==> src/hw/adc_mode_pkg.sv <==
// Constants, types and helpers for the converter mode control block
package adc_mode_pkg;
   // ==========================================================
   // Register map
   localparam logic [15:0] MODE_ADDR = 16'hff28;
   localparam logic [7:0] MODE_RESET = 8'h00;
   localparam int RUN_BIT = 7;
   localparam int ZERO_BIT = 6;
   localparam int FREQ_MSB = 5;
   localparam int FREQ_LSB = 3;
   localparam int RANGE_MSB = 2;
   localparam int RANGE_LSB = 1;
   localparam int CMP_BIT = 0;

   // ==========================================================
   // Field encodings
   localparam logic [2:0] FREQ_MAX = 3'h5;
   localparam logic [1:0] RANGE_HIGH = 2'h0;
   localparam logic [1:0] RANGE_LOW = 2'h1;

   // ==========================================================
   // Conversion timing, in conversion clock ticks
   localparam int RESOLUTION = 10;
   localparam logic [5:0] TICKS_HIGH = 6'h16;
   localparam logic [5:0] TICKS_LOW = 6'h28;
   localparam logic [9:0] TRIAL_MSB = 10'h200;

   // Comparator settling time
   localparam int CLK_NS = 8;
   localparam int SETTLE_NS = 1000;
   localparam logic [7:0] SETTLE_CYCLES =
      8'((SETTLE_NS + CLK_NS - 1) / CLK_NS);

   // ==========================================================
   // Sequencer states
   typedef enum logic [1:0]
   {
      ST_IDLE = 2'b00,
      ST_SAMPLE = 2'b01,
      ST_RESOLVE = 2'b10
   } conv_state_t;

   // Peripheral clocks per conversion clock tick
   function automatic logic [3:0] fad_divider(input logic [2:0] freq);
      case (freq)
         3'h0: fad_divider = 4'hc;
         3'h1: fad_divider = 4'h8;
         3'h2: fad_divider = 4'h6;
         3'h3: fad_divider = 4'h4;
         3'h4: fad_divider = 4'h3;
         default: fad_divider = 4'h2;
      endcase
   endfunction

   // Conversion clock ticks per conversion
   function automatic logic [5:0] conv_ticks(input logic [1:0] range);
      conv_ticks = (range == RANGE_LOW) ? TICKS_LOW : TICKS_HIGH;
   endfunction
endpackage

==> src/hw/adc_mode_control.sv <==
// Converter mode register and successive approximation sequencer
//
// Operation
// - Mode register resets to zero.
// - Accepts bit writes and byte writes.
// - Run bit7, freq 5:3, range 2:1, comparator 0.
// - Run bit halts or performs conversions.
// - Comparator enable powers comparator on or off.
// - Two bits give four operating states.
// - Writes insert one wait cycle.
// - High range times 264 to 44 clocks.
// - Low range times 480 to 80 clocks.
module adc_mode_control
(
   input wire logic i_mclk,
   input wire logic i_rst,
   input wire logic [15:0] i_cpu_addr,
   input wire logic i_cpu_wr,
   input wire logic [7:0] i_cpu_wdata,
   input wire logic i_cpu_bit_wr,
   input wire logic [2:0] i_cpu_bit_sel,
   input wire logic i_cpu_bit_val,
   input wire logic i_cpu_rd,
   output logic [7:0] o_cpu_rdata,
   output logic o_cpu_wait,
   input wire logic i_comp_high,
   output logic o_comparator_on,
   output logic o_sample,
   output logic [9:0] o_sar_trial,
   output logic [9:0] o_result,
   output logic o_conv_done,
   output logic o_converting,
   output logic o_first_unreliable,
   output logic o_conv_tick
);
   typedef struct packed
   {
      logic [7:0] mode;
      logic [7:0] rdata;
      logic wait_cyc;
      adc_mode_pkg::conv_state_t state;
      logic [5:0] tcnt;
      logic [3:0] bidx;
      logic [9:0] sar;
      logic [9:0] result;
      logic done;
      logic sample;
      logic first_bad;
      logic [7:0] settle;
   } main_state_t;

   main_state_t st;
   main_state_t next_st;
   logic hit;
   logic run_ok;
   logic [2:0] freq;
   logic [1:0] range;
   logic [5:0] ticks;
   logic tick;

   // ==========================================================
   // Field decode of the stored mode
   // field layout
   assign freq = st.mode[adc_mode_pkg::FREQ_MSB:adc_mode_pkg::FREQ_LSB];
   assign range =
      st.mode[adc_mode_pkg::RANGE_MSB:adc_mode_pkg::RANGE_LSB];
   assign ticks = adc_mode_pkg::conv_ticks(range);
   assign hit = (i_cpu_addr == adc_mode_pkg::MODE_ADDR);
   assign run_ok = st.mode[adc_mode_pkg::RUN_BIT]
      && (freq <= adc_mode_pkg::FREQ_MAX)
      && (range <= adc_mode_pkg::RANGE_LOW);

   // ==========================================================
   // Conversion clock, free of the sequencer so timing stays exact
   conv_clock_div u_div
   (
      .i_mclk(i_mclk),
      .i_rst(i_rst),
      .i_run(run_ok),
      .i_div(adc_mode_pkg::fad_divider(freq)),
      .o_tick(tick)
   );

   // ==========================================================
   // Register access, settle timer and sequencer
   always_comb
   begin
      next_st = st;
      next_st.wait_cyc = 1'b0;
      next_st.done = 1'b0;
      next_st.sample = 1'b0;
      next_st.rdata = 8'h00;
      if (hit && i_cpu_wr)
      begin
         next_st.mode = i_cpu_wdata;
      end
      else if (hit && i_cpu_bit_wr)
      begin
         next_st.mode[i_cpu_bit_sel] = i_cpu_bit_val;
      end
      next_st.mode[adc_mode_pkg::ZERO_BIT] = 1'b0;
      next_st.wait_cyc = hit && (i_cpu_wr || i_cpu_bit_wr);
      if (hit && i_cpu_rd)
      begin
         next_st.rdata = st.mode;
      end
      // Settling timer saturates; restarts when comparator is off
      if (!st.mode[adc_mode_pkg::CMP_BIT])
      begin
         next_st.settle = 8'h00;
      end
      else if (st.settle != adc_mode_pkg::SETTLE_CYCLES)
      begin
         next_st.settle = st.settle + 8'h01;
      end
      // Suspect flag covers only the first done pulse of a run
      if (st.done)
      begin
         next_st.first_bad = 1'b0;
      end
      if (!run_ok)
      begin
         next_st.state = adc_mode_pkg::ST_IDLE;
         next_st.tcnt = 6'h00;
         next_st.bidx = 4'h0;
      end
      else
      begin
         case (st.state)
            adc_mode_pkg::ST_IDLE:
            begin
               next_st.state = adc_mode_pkg::ST_SAMPLE;
               next_st.sample = 1'b1;
               next_st.tcnt = 6'h00;
               next_st.first_bad = !st.mode[adc_mode_pkg::CMP_BIT]
                  || (st.settle != adc_mode_pkg::SETTLE_CYCLES);
            end
            adc_mode_pkg::ST_SAMPLE:
            begin
               if (tick)
               begin
                  next_st.tcnt = st.tcnt + 6'h01;
                  if (st.tcnt == ticks - 6'(adc_mode_pkg::RESOLUTION + 1))
                  begin
                     next_st.state = adc_mode_pkg::ST_RESOLVE;
                     next_st.bidx = 4'(adc_mode_pkg::RESOLUTION - 1);
                     next_st.sar = adc_mode_pkg::TRIAL_MSB;
                  end
               end
            end
            adc_mode_pkg::ST_RESOLVE:
            begin
               if (tick)
               begin
                  // keep or drop trial bit, move down
                  if (!i_comp_high)
                  begin
                     next_st.sar[st.bidx] = 1'b0;
                  end
                  if (st.bidx == 4'h0)
                  begin
                     next_st.result = next_st.sar;
                     next_st.done = 1'b1;
                     next_st.sample = 1'b1;
                     next_st.state = adc_mode_pkg::ST_SAMPLE;
                     next_st.tcnt = 6'h00;
                  end
                  else
                  begin
                     next_st.bidx = st.bidx - 4'h1;
                     next_st.sar[st.bidx - 4'h1] = 1'b1;
                  end
               end
            end
            default:
            begin
               next_st.state = adc_mode_pkg::ST_IDLE;
            end
         endcase
      end
   end

   always_ff @(posedge i_mclk)
   begin
      if (i_rst)
      begin
         st <= '0;
         st.mode <= adc_mode_pkg::MODE_RESET;
      end
      else
      begin
         st <= next_st;
      end
   end

   // ==========================================================
   // Outputs
   // comparator power follows its bit
   assign o_comparator_on = st.mode[adc_mode_pkg::CMP_BIT];
   assign o_converting = (st.state != adc_mode_pkg::ST_IDLE);
   assign o_cpu_rdata = st.rdata;
   assign o_cpu_wait = st.wait_cyc;
   assign o_sample = st.sample;
   assign o_sar_trial = st.sar;
   assign o_result = st.result;
   assign o_conv_done = st.done;
   assign o_first_unreliable = st.first_bad;
   assign o_conv_tick = tick;

   // ==========================================================
   // Helper: cycles since the last sample pulse
   logic [9:0] gap;
   always_ff @(posedge i_mclk)
   begin
      if (i_rst || o_sample)
      begin
         gap <= 10'h001;
      end
      else if (gap != 10'h3ff)
      begin
         gap <= gap + 10'h001;
      end
   end

   property p_reset_zero;
      @(posedge i_mclk) i_rst |=> (st.mode == 8'h00) && !o_converting;
   endproperty
   a_reset_zero: assert property (p_reset_zero)
      else $error("mode not cleared by reset");

   property p_byte_wr;
      @(posedge i_mclk) disable iff (i_rst)
      (hit && i_cpu_wr) |=> st.mode == {$past(i_cpu_wdata[7]), 1'b0,
         $past(i_cpu_wdata[5:0])};
   endproperty
   a_byte_wr: assert property (p_byte_wr)
      else $error("byte write not stored");

   property p_bit_wr;
      @(posedge i_mclk) disable iff (i_rst)
      (hit && i_cpu_bit_wr && !i_cpu_wr && i_cpu_bit_sel != 3'h6)
         |=> st.mode[$past(i_cpu_bit_sel)] == $past(i_cpu_bit_val);
   endproperty
   a_bit_wr: assert property (p_bit_wr)
      else $error("bit write not stored");

   property p_zero_bit;
      @(posedge i_mclk) disable iff (i_rst)
      (hit && i_cpu_rd) |=> o_cpu_rdata[6] == 1'b0;
   endproperty
   a_zero_bit: assert property (p_zero_bit)
      else $error("bit 6 reads one");

   property p_stop;
      @(posedge i_mclk) disable iff (i_rst)
      !st.mode[7] |=> !o_converting && !o_sample && !o_conv_done;
   endproperty
   a_stop: assert property (p_stop)
      else $error("conversion while run bit clear");

   property p_start;
      @(posedge i_mclk) disable iff (i_rst)
      (run_ok && !o_converting) |=> o_sample && o_converting;
   endproperty
   a_start: assert property (p_start)
      else $error("conversion did not start");

   property p_wait;
      @(posedge i_mclk) disable iff (i_rst)
      (hit && i_cpu_wr) ##1 !(hit && (i_cpu_wr || i_cpu_bit_wr))
         |-> o_cpu_wait ##1 !o_cpu_wait;
   endproperty
   a_wait: assert property (p_wait)
      else $error("write wait cycle wrong");

   property p_period;
      @(posedge i_mclk) disable iff (i_rst)
      (o_conv_done && $stable(st.mode[5:1]))
         |-> 32'(gap) == 32'(adc_mode_pkg::fad_divider(freq)) * 32'(ticks);
   endproperty
   a_period: assert property (p_period)
      else $error("conversion time wrong");

   property p_msb_first;
      @(posedge i_mclk) disable iff (i_rst)
      (st.state == adc_mode_pkg::ST_SAMPLE
         && next_st.state == adc_mode_pkg::ST_RESOLVE)
         |=> o_sar_trial == 10'h200;
   endproperty
   a_msb_first: assert property (p_msb_first)
      else $error("resolve did not start at MSB");
endmodule

==> src/hw/conv_clock_div.sv <==
// Conversion clock tick generator from the peripheral clock
module conv_clock_div
(
   input wire logic i_mclk,
   input wire logic i_rst,
   input wire logic i_run,
   input wire logic [3:0] i_div,
   output logic o_tick
);
   typedef struct packed
   {
      logic [3:0] cnt;
      logic tick;
   } div_state_t;

   div_state_t st;
   div_state_t next_st;

   // ==========================================================
   // Divider: restarts from zero whenever the run stops
   always_comb
   begin
      next_st = st;
      next_st.tick = 1'b0;
      if (!i_run)
      begin
         next_st.cnt = 4'h0;
      end
      else if (st.cnt == i_div - 4'h1)
      begin
         next_st.cnt = 4'h0;
         next_st.tick = 1'b1;
      end
      else
      begin
         next_st.cnt = st.cnt + 4'h1;
      end
   end

   always_ff @(posedge i_mclk)
   begin
      if (i_rst)
      begin
         st <= '0;
      end
      else
      begin
         st <= next_st;
      end
   end

   assign o_tick = st.tick;

   // ==========================================================
   // tick spacing check
   property p_tick_spacing;
      @(posedge i_mclk) disable iff (i_rst)
      (o_tick && i_run && i_div == 4'h3)
         ##1 (i_run && i_div == 4'h3)[*2]
         |-> (!o_tick && !$past(o_tick)) ##1 o_tick;
   endproperty
   a_tick_spacing: assert property (p_tick_spacing)
      else $error("conversion clock spacing wrong");
endmodule

==> config.mk <==
export PLATFORM = sky130hd
export DESIGN_NAME = adc_mode_control
export DESIGN_NICKNAME = d
export VERILOG_FILES = /design/src/hw/adc_mode_pkg.sv /design/src/hw/adc_mode_control.sv /design/src/hw/conv_clock_div.sv
export SDC_FILE = /design/constraint.sdc
export NUM_CORES = 1
export LEC_CHECK = 0
export ABC_AREA = 1
export BUFFER_PORTS_ARGS = -buffer_cell sky130_fd_sc_hd__buf_2
export CORE_ASPECT_RATIO = 2
export CORE_MARGIN = 1.5
export CORE_UTILIZATION = 40
export DETAILED_ROUTE_END_ITERATION = 10
export PLACE_DENSITY = 0.73
export SYNTH_ARGS = -nofsm -noshare
export SYNTH_HDL_FRONTEND = slang
export SYNTH_SLANG_ARGS = --single-unit
export TNS_END_PERCENT = 100
==> constraint.sdc <==
create_clock -name i_mclk -period 1.69 [get_ports i_mclk]
set_clock_uncertainty 0.15 [all_clocks]
set_input_delay 0.169 -clock i_mclk [delete_from_list [all_inputs] [get_ports i_mclk]]
set_output_delay 0.169 -clock i_mclk [all_outputs]
set_load 0.01 [all_outputs]
==> flow_summary.toml <==
[power]
leakage_nw = 1.93
vdd.ir_drop.worst_mv = 0.587
powerDensity_nw_per_um2 = 844
power_mw = 3.53

[setup_path]
regToRegEndpoint = "st[42]$_SDFFE_PP0P_"
cp-start-kind = "flop"
worstPathArrival_ns = 1.70
worst-endpoint-required_ns = 1.79
crit_path_top_delay_cell = "dfxtp_1"
rr_startpoint = "st[35]$_SDFFE_PP0P_"
max_stage_delay_ns = 0.40
worst-setup-path-type = "reg -> reg"
r2r_slack_ns = 0.08
crit_fanout = 5
cp_cell_sequence = "inv_1 -> nor3_1 -> nand3_1 -> nand2_4 -> buf_4 -> buf_4 -> nand3_1 -> a21oi_1"
end_kind = "flop"
ff2ff_path_depth = 8

[cts]
cts_tree = "done"
cts.path.max_buffers = 2
clkTransAtPathRegs_ns = 0.05
cts_buffers = 9
clock_latency_ns = 0.33
htreeDepth = 3
ctsRootBufferMaster = "clkbuf_16"
clock-sinks = 63

[floorplanning]
dieArea_um2 = 9300
io_pins = 69
row_count = 48
initial_utilization_pct = 40.8
fp.dieH_um = 135
die_x_um = 68.9
core_um2 = 8530

[logic_synthesis]
ys_ff_latch = 63
netlist_area_um2 = 3480
synth_compound_area_share_pct = 12.1
synthXorXnorAreaFrac_pct = 2.27
yosys.cell_types.count = 33
synthTopCellsByArea = "dfxtp_1 36%, nand2_1 11%, nor2_1 10%"
synth_top_area_share_pct = 36.3
synth_top_family_by_area = "simple AND/OR/NAND/NOR gates"
synthMuxAreaShare_pct = 0
syn_area_per_cell_um2 = 6.69
yosysSeqAreaShare_pct = 36.3
synthAdderAreaFrac_pct = 3.24
synth_area_leader_cell = "dfxtp_1"
ys_warn_count = 0
syn_nets = 563
yosys.area_share.simple_pct = 31.2
synthCells = 520

[global_route]
grt_overflow = 0
grt_pass1_wl_um = 13200
first_global_vias = 3228
top_usage_layer = "met2"
grt_max_degree = 22
track_usage_pct = 18.9
use_met3_pct = 5.42
antenna_found_initial = 0
grt_util_met2_pct = 35.1
grt.met1_usage_pct = 17.2

[drt]
vias = 3374
drt-total-wl_um = 8130
drt_iter0_markers = 187
dr.pass1.iters = 5
viasPerCell = 4.95
routedWlPerCell_um = 11.9
drc = 0
ant_nets = 0

[final_layout]
final_common_cell = "nand2_1"
fin_util_pct = 49.1
layoutNonFillerInstCount = 681
nets = 620
final_cell_mix = "100 x nand2_1, 94 x nor2_1, 66 x buf_2"
area_growth_pct = 20.4
fillCellCount = 848
drive_gt1_share_pct = 21.5
antenna_cells = 0

[run]
drv_cap = 0

[placement]
gp_congestion = 0.856
dpl.hpwl_um = 6190
port_buffers = 66
dpl.cell_count = 661

[sta]
post-route-period-util_pct = 95.1
drv_slew = 0
fin_setup_tns_ns = 0
whs_ns = 0.0138
post-route-min-period_ns = 1.61
setup_viol = 0
hold_viol = 0
fmax_ghz = 0.622

[hold_path]
hold_path_depth = 5
min-delay-start = "i_cpu_wdata[3]"
hold_end = "freq[0]$_SDFFE_PP0P_"
hold_path_class = "in -> reg"

[outcome]
status = "finished clean"
==> how the worst max path moves through the flow <==
stage / from / end / cells after the start
after floorplan: st[41]$_SDFFE_PP0P_ / st[33]$_SDFFE_PP0P_ / 9
after global placement: st[42]$_SDFFE_PP0P_ / o_sar_trial[5]$_SDFFE_PP0P_ / 8
after detailed placement: st[41]$_SDFFE_PP0P_ / o_result[5]$_SDFFE_PP0P_ / 7
after CTS: st[41]$_SDFFE_PP0P_ / o_result[5]$_SDFFE_PP0P_ / 7
after global routing: range[1]$_SDFFE_PP0P_ / o_sar_trial[6]$_SDFFE_PP0P_ / 10
final: st[35]$_SDFFE_PP0P_ / st[42]$_SDFFE_PP0P_ / 8
==> metrics by stage <==
stage	worst slack [ns]	area, µm²
4_1_cts	0.0197	4130
3_5_place_dp	0.0303	3800
6_report	0.0835	4190
5_1_grt	-0.0447	4190
3_3_place_gp	0.0963	3800
2_1_floorplan	0.0935	3480
==> routing by layer <==
| metal | part of all wire, % | routed length, µm | vias up |
|---|---|---|---|
| met2 | 54 | 4430 | 113 |
| met5 | 0 | 0 | - |
| met4 | 2.9 | 239 | 0 |
| li1 | - | - | 1741 |
| met3 | 5.0 | 404 | 20 |
| met1 | 38 | 3060 | 1500 |
==> flip-flops by register name (all words and copies together), names as in the netlist <==
register,flops
o_comparator_on,1
u_div.st,4
o_sar_trial,10
freq,3
o_result,10
o_cpu_wait,1
o_conv_done,1
st,21
o_first_unreliable,1
o_cpu_rdata,7
range,2
o_sample,1
u_div.o_tick,1
==> layout make-up <==
class / instances / area [µm²] / share of cell area (%)
sequential: 63 / 1270 / 30.2
multi-input combinational: 352 / 1730 / 41.3
timing repair buffer: 85 / 503 / 12.0
clock inverter: 4 / 70.1 / 1.67
clock buffer: 11 / 243 / 5.79
inverter: 66 / 250 / 5.97
tap: 100 / 125 / 2.99
==> where the power goes <==
part           total (mW)  switching, mW  leakage [nW]  internal (mW)
clock                1.94          0.627         0.155           1.32
sequential           1.49     0.00000202         0.509           1.49
combinational       0.104         0.0621          1.27         0.0416
total                3.53          0.689          1.93           2.84
==> critical path, delay by kind of cell (launching register included) <==
kind	cells	cell delay, ns
and+or+nand+nor	4	0.51
DFF	1	0.40
buffers and inverters	3	0.29
AOI/OAI and AO/OA	1	0.17
==> logic make-up (layout without fill, tap and decap cells) <==
family	count (synthesis)	count (layout)
xor gates and xnor gates	9	9
other	1	1
and+or+nand+nor	251	251
buffers and inverters	105	166
adders and majority gates	9	9
AOI/OAI and AO/OA	82	82
DFF	63	63
==> Yosys cell counts (all sizes together) <==
library cell / instances
inv: 65
clkinv: 1
nand2: 105
or2: 3
a31oi: 3
ha: 9
xnor2: 3
o21ai: 36
dfxtp: 63
buf: 34
a21oi: 41
o22ai: 1
nand3b: 3
nor3: 5
conb: 1
nand3: 23
nand4: 13
a22oi: 1
nor2: 99
xor2: 6
clkbuf: 5
==> what timing repair did <==
item	in CTS	in global routing
endpoints found under the hold margin	2	0
setup buffers	0	3
gates resized for setup	0	22
hold buffers	2	0
endpoints found under the setup margin	0	33
(Power assumes the default switching activity.)
